## config.mk

```make
export PLATFORM = sky130hd
export DESIGN_NAME = lbsb_top
export DESIGN_NICKNAME = d
export VERILOG_FILES = /design/src/core/lbsb_pkg.sv /design/src/core/lbsb_base_tick.sv /design/src/core/lbsb_top.sv
export SDC_FILE = /design/constraint.sdc
export NUM_CORES = 1
export LEC_CHECK = 0
export BUFFER_PORTS_ARGS = -buffer_cell sky130_fd_sc_hd__buf_2
export CAP_MARGIN = 5
export CORE_ASPECT_RATIO = 1.25
export CORE_UTILIZATION = 30
export DETAILED_ROUTE_END_ITERATION = 8
export GPL_TIMING_DRIVEN = 0
export PLACE_DENSITY = 0.56
export SLEW_MARGIN = 30
export SYNTH_ARGS = -nofsm -noshare
export SYNTH_HDL_FRONTEND = slang
export SYNTH_HIERARCHICAL = 1
export SYNTH_SLANG_ARGS = --single-unit
```

## constraint.sdc

```tcl
create_clock -name clk -period 5.2 [get_ports clk]
set_input_delay 1.04 -clock clk [delete_from_list [all_inputs] [get_ports clk]]
set_output_delay 1.04 -clock clk [all_outputs]
set_load 0.02 [all_outputs]
```

## src/core/lbsb_pkg.sv

```systemverilog
// Shared constants, carrier types and helpers for the bleeder and segment buffer block.
package lbsb_pkg;

  // ----------------------------------------------------------------------
  // Register map (byte addresses, one aligned 32-bit word each)
  // ----------------------------------------------------------------------
  localparam int ADDR_W = 8;
  localparam logic [7:0] OFF_DRIVER_ENABLE = 8'h00;
  localparam logic [7:0] OFF_BASE_FREQ = 8'h04;
  localparam logic [7:0] OFF_BLEEDER_CTRL = 8'h08;
  localparam logic [7:0] OFF_SEG_PAIR_ZERO = 8'h0C;

  // ----------------------------------------------------------------------
  // Field positions and widths
  // ----------------------------------------------------------------------
  localparam int DRV_EN_BIT = 0;
  localparam int BASE_FREQ_LSB = 0;
  localparam int BASE_FREQ_W = 4;
  localparam int SOURCE_BIT = 3;
  localparam int HIGH_RES_BIT = 4;
  localparam int LOW_RES_LSB = 5;
  localparam int LOW_RES_W = 3;
  localparam int SEG_ZERO_LSB = 0;
  localparam int SEG_ONE_LSB = 4;
  localparam int SEG_W = 4;

  // ----------------------------------------------------------------------
  // Reset values
  // ----------------------------------------------------------------------
  localparam logic RST_DRIVER_ENABLE = 1'h0;
  localparam logic [3:0] RST_BASE_FREQ = 4'h0;
  localparam logic RST_SOURCE = 1'h0;
  localparam logic RST_HIGH_RES = 1'h0;
  localparam logic [2:0] RST_LOW_RES = 3'h0;
  localparam logic [3:0] RST_SEG = 4'h0;

  // ----------------------------------------------------------------------
  // Base frequency and window codes
  // ----------------------------------------------------------------------
  localparam logic [3:0] FREQ_SYS_FIRST = 4'h0;
  localparam logic [3:0] FREQ_SYS_LAST = 4'h4;
  localparam logic [3:0] FREQ_SLOW_A = 4'h8;
  localparam logic [3:0] FREQ_SLOW_B = 4'h9;
  localparam int SYS_SHIFT_MAX = 18;
  localparam int SLOW_SHIFT_A = 9;
  localparam int SLOW_SHIFT_B = 8;
  localparam int WIN_SHIFT_OFFSET = 8;
  localparam logic [2:0] WIN_NEVER = 3'h0;
  localparam logic [2:0] WIN_FIRST = 3'h1;
  localparam logic [2:0] WIN_LAST = 3'h5;
  localparam logic [2:0] WIN_ALWAYS = 3'h6;

  // ----------------------------------------------------------------------
  // Bus response codes and clock
  // ----------------------------------------------------------------------
  localparam logic [1:0] RESP_OKAY = 2'h0;
  localparam logic [1:0] RESP_SLVERR = 2'h2;
  localparam int CLK_PERIOD_NS = 10;

  // ----------------------------------------------------------------------
  // Carrier types
  // ----------------------------------------------------------------------
  typedef struct packed {
    logic awvalid;
    logic [ADDR_W-1:0] awaddr;
    logic wvalid;
    logic [31:0] wdata;
    logic [3:0] wstrb;
    logic bready;
    logic arvalid;
    logic [ADDR_W-1:0] araddr;
    logic rready;
  } lbsb_axi_req_t;

  typedef struct packed {
    logic awready;
    logic wready;
    logic bvalid;
    logic [1:0] bresp;
    logic arready;
    logic rvalid;
    logic [31:0] rdata;
    logic [1:0] rresp;
  } lbsb_axi_rsp_t;

  typedef struct packed {
    logic internalSourceSel;
    logic highResSel;
    logic lowResConnect;
    logic [3:0] segmentZeroData;
    logic [3:0] segmentOneData;
  } lbsb_glass_t;

  // ----------------------------------------------------------------------
  // Helpers
  // ----------------------------------------------------------------------
  // True when the address hits one of the four mapped words.
  function automatic logic lbsbIsMapped(input logic [ADDR_W-1:0] addr);
    return (addr == OFF_DRIVER_ENABLE) || (addr == OFF_BASE_FREQ) ||
           (addr == OFF_BLEEDER_CTRL) || (addr == OFF_SEG_PAIR_ZERO);
  endfunction

  // True for a base frequency code that is not reserved.
  function automatic logic lbsbFreqValid(input logic [3:0] sel);
    return (sel <= FREQ_SYS_LAST) || (sel == FREQ_SLOW_A) || (sel == FREQ_SLOW_B);
  endfunction

  // True when the code divides the slow clock rather than the system clock.
  function automatic logic lbsbFreqSlow(input logic [3:0] sel);
    return (sel == FREQ_SLOW_A) || (sel == FREQ_SLOW_B);
  endfunction

  // Power of two by which the selected source clock is divided.
  function automatic int lbsbBaseShift(input logic [3:0] sel, input int sysMax);
    int s;
    s = sysMax - int'(sel);
    if (sel == FREQ_SLOW_A) begin
      s = SLOW_SHIFT_A;
    end else if (sel == FREQ_SLOW_B) begin
      s = SLOW_SHIFT_B;
    end
    return s;
  endfunction

endpackage

```

## src/core/lbsb_base_tick.sv

```systemverilog
// Base clock divider: source ticks and one base tick per base clock period.
`timescale 1ns/100ps

module lbsb_base_tick #(
  parameter int SysShiftMax = lbsb_pkg::SYS_SHIFT_MAX
) (
  // Clock, reset and freeze.
  input wire logic clk,
  input wire logic rst,
  input wire logic ce,
  input wire logic run,
  // Selection and slow clock edge.
  input wire logic [3:0] freqSel,
  input wire logic slowEdge,
  // Ticks.
  output logic srcTick,
  output logic baseTick
);
  import lbsb_pkg::*;

  typedef struct packed {
    logic [SysShiftMax-1:0] cnt;
    logic srcTick;
    logic baseTick;
  } lbsb_tick_state_t;

  lbsb_tick_state_t s_q;
  lbsb_tick_state_t s_d;
  logic srcEv;
  logic [SysShiftMax-1:0] mask;

  // Source event is every system cycle, or each rising slow clock edge; reserved codes stop it.
  always_comb begin
    srcEv = 1'b0;
    if (lbsbFreqValid(freqSel)) begin
      srcEv = lbsbFreqSlow(freqSel) ? slowEdge : 1'b1;
    end
    mask = (SysShiftMax'(1) << lbsbBaseShift(freqSel, SysShiftMax)) - SysShiftMax'(1);
    s_d = s_q;
    s_d.srcTick = 1'b0;
    s_d.baseTick = 1'b0;
    if (run) begin
      s_d.srcTick = srcEv;
      if (srcEv) begin
        // Compare with >= so a shorter divisor chosen mid-count still wraps.
        if (s_q.cnt >= mask) begin
          s_d.cnt = '0;
          s_d.baseTick = 1'b1;
        end else begin
          s_d.cnt = s_q.cnt + SysShiftMax'(1);
        end
      end
    end
  end

  // State register.
  always_ff @(posedge clk) begin
    if (rst) begin
      s_q <= '0;
    end else if (ce) begin
      s_q <= s_d;
    end
  end

  assign srcTick = s_q.srcTick;
  assign baseTick = s_q.baseTick;

endmodule

```

## src/core/lbsb_top.sv

```systemverilog
// Bleeder resistor control and first segment buffer with an AXI4-Lite register slave.
//
// Decided for this implementation: the register offsets and the AXI4-Lite slave port.
`timescale 1ns/100ps
// Overview of operation
// - Source bit picks external bleeder at zero, internal bleeder resistors at one.
// - Window field and high-resistance bit act only while internal source is selected.
// - Window 000 never, 001-101 timed from base clock, 110 always, 111 reserved.
// - High-resistance bit selects nominal 200k at zero, 500k at one, on an output.
// - Segment buffer bits 7 to 4 hold segment one data for commons three to zero.
// - Bits 3 to 0 hold segment zero data for commons three to zero; reset zero.
// - Base frequency code divides system clock 2^18..2^14 or slow clock 2^9, 2^8.
// - Driver enable low stops the other registers' clock; their settings are kept.

module lbsb_top #(
  parameter int SysShiftMax = lbsb_pkg::SYS_SHIFT_MAX
) (
  // Clock, reset and freeze.
  input wire logic clk,
  input wire logic rst,
  input wire logic ce,
  // Register bus.
  input wire lbsb_pkg::lbsb_axi_req_t axiReq,
  output lbsb_pkg::lbsb_axi_rsp_t axiRsp,
  // Slow clock pin, asynchronous to clk.
  input wire logic slowClkPin,
  // Glass and bleeder network controls.
  output lbsb_pkg::lbsb_glass_t glass
);
  import lbsb_pkg::*;

  // ----------------------------------------------------------------------
  // State
  // ----------------------------------------------------------------------
  localparam int WIN_W = SysShiftMax - 2;

  typedef struct packed {
    lbsb_axi_rsp_t rsp;
    logic awHeld;
    logic [ADDR_W-1:0] awAddr;
    logic wHeld;
    logic [31:0] wData;
    logic [3:0] wStrb;
    logic driverEnable;
    logic [3:0] baseFreqSel;
    logic bleederSourceSel;
    logic highResValueSel;
    logic [2:0] lowResWindowSel;
    logic [3:0] segmentZeroData;
    logic [3:0] segmentOneData;
    logic slowSync1;
    logic slowSync2;
    logic slowPrev;
    logic winActive;
    logic [WIN_W-1:0] winCnt;
    lbsb_glass_t glass;
  } lbsb_state_t;

  lbsb_state_t s_q;
  lbsb_state_t s_d;
  logic slowEdge;
  logic srcTick;
  logic baseTick;
  logic timedWin;
  logic [WIN_W-1:0] winLen;
  logic [31:0] rdWord;

  // ----------------------------------------------------------------------
  // Base clock divider
  // ----------------------------------------------------------------------
  // Edge detect looks only at the second synchroniser stage.
  assign slowEdge = s_q.slowSync2 & ~s_q.slowPrev;

  lbsb_base_tick #(
    .SysShiftMax(SysShiftMax)
  ) u_base_tick (
    .clk(clk),
    .rst(rst),
    .ce(ce),
    .run(s_q.driverEnable),
    .freqSel(s_q.baseFreqSel),
    .slowEdge(slowEdge),
    .srcTick(srcTick),
    .baseTick(baseTick)
  );

  // ----------------------------------------------------------------------
  // Next state
  // ----------------------------------------------------------------------
  // Window length in source ticks is the base divisor scaled down by 2^8 and up by 2^code.
  always_comb begin
    timedWin = s_q.bleederSourceSel && lbsbFreqValid(s_q.baseFreqSel) &&
               (s_q.lowResWindowSel >= WIN_FIRST) && (s_q.lowResWindowSel <= WIN_LAST);
    winLen = WIN_W'(1) << (lbsbBaseShift(s_q.baseFreqSel, SysShiftMax) -
                           WIN_SHIFT_OFFSET + int'(s_q.lowResWindowSel));
  end

  // Read word assembly; reserved bits read as zero.
  always_comb begin
    rdWord = 32'h00000000;
    case (axiReq.araddr)
      OFF_DRIVER_ENABLE: begin
        rdWord[DRV_EN_BIT] = s_q.driverEnable;
      end
      OFF_BASE_FREQ: begin
        rdWord[BASE_FREQ_LSB +: BASE_FREQ_W] = s_q.baseFreqSel;
      end
      OFF_BLEEDER_CTRL: begin
        rdWord[LOW_RES_LSB +: LOW_RES_W] = s_q.lowResWindowSel;
        rdWord[HIGH_RES_BIT] = s_q.highResValueSel;
        rdWord[SOURCE_BIT] = s_q.bleederSourceSel;
      end
      OFF_SEG_PAIR_ZERO: begin
        rdWord[SEG_ONE_LSB +: SEG_W] = s_q.segmentOneData;
        rdWord[SEG_ZERO_LSB +: SEG_W] = s_q.segmentZeroData;
      end
      default: begin
        rdWord = 32'h00000000;
      end
    endcase
  end

  // Bus handshakes, register writes, window timing and output drive.
  always_comb begin
    s_d = s_q;
    // Two-stage synchroniser for the slow clock pin.
    s_d.slowSync1 = slowClkPin;
    s_d.slowSync2 = s_q.slowSync1;
    s_d.slowPrev = s_q.slowSync2;

    // Write address and data are captured independently, in either order.
    if (axiReq.awvalid && s_q.rsp.awready) begin
      s_d.awHeld = 1'b1;
      s_d.awAddr = axiReq.awaddr;
    end
    if (axiReq.wvalid && s_q.rsp.wready) begin
      s_d.wHeld = 1'b1;
      s_d.wData = axiReq.wdata;
      s_d.wStrb = axiReq.wstrb;
    end
    if (s_q.rsp.bvalid && axiReq.bready) begin
      s_d.rsp.bvalid = 1'b0;
    end
    if (s_q.awHeld && s_q.wHeld && !s_q.rsp.bvalid) begin
      s_d.awHeld = 1'b0;
      s_d.wHeld = 1'b0;
      s_d.rsp.bvalid = 1'b1;
      s_d.rsp.bresp = lbsbIsMapped(s_q.awAddr) ? RESP_OKAY : RESP_SLVERR;
      // All fields live in byte lane zero, so only that strobe matters.
      if (s_q.wStrb[0]) begin
        if (s_q.awAddr == OFF_DRIVER_ENABLE) begin
          s_d.driverEnable = s_q.wData[DRV_EN_BIT];
        end
        // With the driver disabled the other registers are unclocked: writes are dropped.
        if (s_q.driverEnable) begin
          case (s_q.awAddr)
            OFF_BASE_FREQ: begin
              s_d.baseFreqSel = s_q.wData[BASE_FREQ_LSB +: BASE_FREQ_W];
            end
            OFF_BLEEDER_CTRL: begin
              s_d.lowResWindowSel = s_q.wData[LOW_RES_LSB +: LOW_RES_W];
              s_d.highResValueSel = s_q.wData[HIGH_RES_BIT];
              s_d.bleederSourceSel = s_q.wData[SOURCE_BIT];
            end
            OFF_SEG_PAIR_ZERO: begin
              s_d.segmentOneData = s_q.wData[SEG_ONE_LSB +: SEG_W];
              s_d.segmentZeroData = s_q.wData[SEG_ZERO_LSB +: SEG_W];
            end
            default: begin
              s_d.driverEnable = s_d.driverEnable;
            end
          endcase
        end
      end
    end
    s_d.rsp.awready = !s_d.awHeld;
    s_d.rsp.wready = !s_d.wHeld;

    // Read channel: one read in flight, answered from a registered word.
    if (s_q.rsp.rvalid && axiReq.rready) begin
      s_d.rsp.rvalid = 1'b0;
    end
    if (axiReq.arvalid && s_q.rsp.arready) begin
      s_d.rsp.rvalid = 1'b1;
      s_d.rsp.rdata = rdWord;
      s_d.rsp.rresp = lbsbIsMapped(axiReq.araddr) ? RESP_OKAY : RESP_SLVERR;
    end
    s_d.rsp.arready = !s_d.rsp.rvalid;

    // Timed low-resistance window; frozen with the rest while the driver is off.
    if (s_q.driverEnable) begin
      if (!timedWin) begin
        s_d.winActive = 1'b0;
        s_d.winCnt = '0;
      end else if (baseTick) begin
        s_d.winActive = 1'b1;
        s_d.winCnt = winLen;
      end else if (s_q.winActive && srcTick) begin
        s_d.winCnt = s_q.winCnt - WIN_W'(1);
        if (s_q.winCnt == WIN_W'(1)) begin
          s_d.winActive = 1'b0;
        end
      end
    end

    // Outputs: the internal-only settings are masked when the external network is used.
    s_d.glass.internalSourceSel = s_d.bleederSourceSel;
    s_d.glass.highResSel = s_d.bleederSourceSel & s_d.highResValueSel;
    s_d.glass.lowResConnect = s_d.bleederSourceSel &&
                              ((s_d.lowResWindowSel == WIN_ALWAYS) ||
                               (timedWin && s_d.winActive));
    s_d.glass.segmentZeroData = s_d.segmentZeroData;
    s_d.glass.segmentOneData = s_d.segmentOneData;
  end

  // ----------------------------------------------------------------------
  // State register
  // ----------------------------------------------------------------------
  always_ff @(posedge clk) begin
    if (rst) begin
      s_q <= '0;
      s_q.driverEnable <= RST_DRIVER_ENABLE;
      s_q.baseFreqSel <= RST_BASE_FREQ;
      s_q.bleederSourceSel <= RST_SOURCE;
      s_q.highResValueSel <= RST_HIGH_RES;
      s_q.lowResWindowSel <= RST_LOW_RES;
      s_q.segmentZeroData <= RST_SEG;
      s_q.segmentOneData <= RST_SEG;
    end else if (ce) begin
      s_q <= s_d;
    end
  end

  assign axiRsp = s_q.rsp;
  assign glass = s_q.glass;

endmodule

```

==> metrics.md <==
| Metric | Value |
|---|---|
| Initial antenna violation count | `0` |
| Main combinational cell family by area after synthesis | `simple AND/OR/NAND/NOR gates` |
| Worst EP arrival | `5.05 ns` |
| Final nets | `998` |
| CTS buffer count | `9` |
| Relative slew slack | `51.8%` |
| Worst slew pin tran | `0.716 ns` |
| Starting Density | `30.8%` |
| WL final | `16.6 mm` |
| Simple-Gate Fraction of Synth Area | `26.6%` |
| Dpl cells | `1161` |
| Ports | `113` |
| Max-slew violations | `0` |
| Post-synthesis mux area share | `3.03%` |
| Vias in the first global route | `5364` |
| Power density cells | `207 nW/um2` |
| CTS tree | `done` |
| DRC errors left | `0` |
| DR vias/cell | `4.94` |
| FF+latch area | `1890 um2` |
| CTS max path bufs | `2` |
| Xor/xnor share of the synthesized area | `3.07%` |
| Antenna Nets Post-Route | `0` |
| Avg Cell Area, Syn | `7.75 um2` |
| CORE AREA | `20300 um2` |
| Layout area overhead | `16.5%` |
| DP HPWL | `12.8 mm` |
| Rows | `58` |
| First-pass GRT wire length | `27.0 mm` |
| Final hold vios | `0` |
| Layout Utilization | `35.9%` |
| Fillers | `2210` |
| Synth top area share | `30.0%` |
| Number of antenna diodes | `0` |
| Remaining Overflow, GRT | `0` |
| Final Setup Violations | `0` |
| CTS clk-pin slew, worst paths | `0.07 ns` |
| Die Y | `164 um` |
| Main flop type after synthesis | `dfxtp_1` |
| Via count | `5812` |
| Pre-Repair DR Iteration Count | `5` |
| Avg WL per Cell | `14.1 um` |
| CP required | `5.47 ns` |
| Kind of end point of the critical path | `flip-flop` |
| Number of port buffers | `57` |
| Share of layout cells above drive strength 1 | `18.4%` |
| DR iter-0 viols | `228` |
| Seq cells post-synth | `94` |
| GPL Wtd Cong | `0.869` |
| Most frequent cell after synthesis | `nand2_1` |
| Htree depth | `3` |
| Post-synthesis async set-or-reset flop share | `0%` |
| Non-filler cells, final | `1177` |
| Largest net degree at the start of global routing | `20` |
| Worst-case vdd ir drop | `0.000154 V` |
| Distinct cells, synth | `78` |
| P_leak | `0.00309 uW` |
| Worst hold path type | `flip-flop to flip-flop` |
| Compound-gate portion of the synthesized area | `19.2%` |
| CP max FO | `15` |
| Synth area leader | `dfxtp_1` |
| GRT Total Usage | `15.6%` |
| Syn Inst Count | `809` |
| # hold bufs at CTS | `0` |
| Yosys Warn Count | `6` |
| Clk_lat worst skew | `0.36 ns` |
| Register area share after synthesis | `30.0%` |
| RSZ-0062 raised after global routing | `no` |
| Mapped cell area | `6270 um2` |
| Clock Skews | `0.0132 ns` |
| Tcrit/Tclk final | `92.0%` |
| Die ar. | `21500 um2` |
| Root buffer selected by CTS | `clkbuf_16` |
| Adder-cell area share of the yosys netlist | `7.11%` |
| Die width | `131 um` |
| Area of the multi-input gates | `3810 um2` |
| Setup crit start kind | `flip-flop` |
| Fmax | `0.209 GHz` |
| Clock Sinks | `94` |
| Setup Crit Path Kind | `flip-flop to flip-flop` |
| Commonest cells post-synth | `nand2_1 (108), dfxtp_1 (94), nor2_1 (78)` |
| Minimum clock period | `4.78 ns` |
| Synth area leaders | `dfxtp_1 (30%), ha_1 (6.8%), buf_4 (6.5%)` |
| Run status | `finished clean` |
| Number of synthesized flops with an enable pin | `0` |
| Max-cap violations | `0` |
kinds of logic after synthesis:
logic type	count (synthesis)
compound gates	187
other cells	1
fa+ha+maj	35
simple gates	335
buf+inv	116
flops	94
mux	19
xor+xnor	22
state kept, by name, indices dropped and copies added (netlist names):
register and count:
axiRsp 15, u_base_tick/srcTick 1, u_base_tick/baseTick 1, s_d 2, s_q 46, u_base_tick/s_q 18
glass 11
critical path: stages (launching register included):
cell      delay, ns
dfxtp_4        0.41
buf_2          0.21
inv_1          0.18
ha_1           0.20
buf_6          0.13
and4bb_2       0.27
o21ai_0        0.30
o21ai_0        0.29
nand2_1        0.18
ha_1           0.17
buf_6          0.13
nand3_1        0.08
xnor2_1        0.24
ha_1           0.29
and3_1         0.18
a221o_1        0.37
o211a_1        0.21
a21oi_1        0.38
nand4b_1       0.23
o31ai_1        0.23
timing repair:
item | 4_1_cts | 5_1_grt
buffers inserted | 0 | 0
pin swaps | 0 | 0
resized for setup | 1 | 6
setup endpoints to repair | 10 | 18
path summary, 6_finish.rpt:
check	start	endpoint	slack (ns)	depth (start not counted)
max	s_q[44]	u_base_tick/s_q[5]	0.42	19
min	s_q[92]	s_q[92]	0.46	2
max reg2reg	s_q[44]	u_base_tick/s_q[5]	0.42	19
min reg2reg	s_q[92]	s_q[92]	0.46	2
layout by cell type (no fill, tap or decap), types with 13 or more instances in the layout:
| cell | Yosys | layout |
|---|---|---|
| xnor2_1 | 21 | 21 |
| buf_4 | 54 | 54 |
| dfxtp_1 | 94 | 93 |
| nand2_1 | 108 | 108 |
| a21oi_1 | 77 | 77 |
| conb_1 | 1 | 26 |
| nor3_1 | 22 | 21 |
| ha_1 | 34 | 34 |
| inv_1 | 32 | 32 |
| buf_2 | 8 | 64 |
| nand3_1 | 37 | 37 |
| clkbuf_1 | 13 | 13 |
| o21ai_0 | 27 | 26 |
| nor2_1 | 78 | 78 |
| mux2i_1 | 19 | 19 |
| and3_1 | 13 | 13 |
layout make-up:
cell class                      count  area share (%)
Tap cell                          270            4.62
Multi-Input combinational cell    624            52.2
Clock buffer                        9            3.08
Buffer                             83            7.73
Timing Repair Buffer               57            3.91
Clock inverter                      7           0.959
Inverter                           33            1.70
Sequential cell                    94            25.8
layer usage:
layer  vias to the layer above  wire [um]  global-route usage, %
li1                       2981          -                      -
met1                      2699       7350                   18.4
met2                       113       8450                   29.0
met3                        19        485                   1.33
met4                         0        315                   6.24
met5                         -          0                      0
metrics by stage:
| stage | area [um2] | TNS [ns] | total power, uW | hold WS (ns) | setup WS (ns) |
|---|---|---|---|---|---|
| floorplan | 6360 | 0 | 823 | 0.432 | 0.805 |
| global placement | 6990 | -1.49 | 858 | 0.445 | -0.156 |
| detailed placement | 6990 | -1.37 | 858 | 0.451 | -0.145 |
| CTS | 7280 | 0 | 1540 | 0.461 | 0.0489 |
| global route | 7300 | 0 | 1570 | 0.493 | 0.0883 |
| finish | 7300 | 0 | 1510 | 0.461 | 0.418 |
report_power, final:
part           switching (uW)  leakage, uW  total (uW)  internal, uW
sequential               7.71     0.000760         735           727
combinational            64.5      0.00219         106          41.4
clock                     334     0.000142         673           339
(Power assumes the default switching activity.)
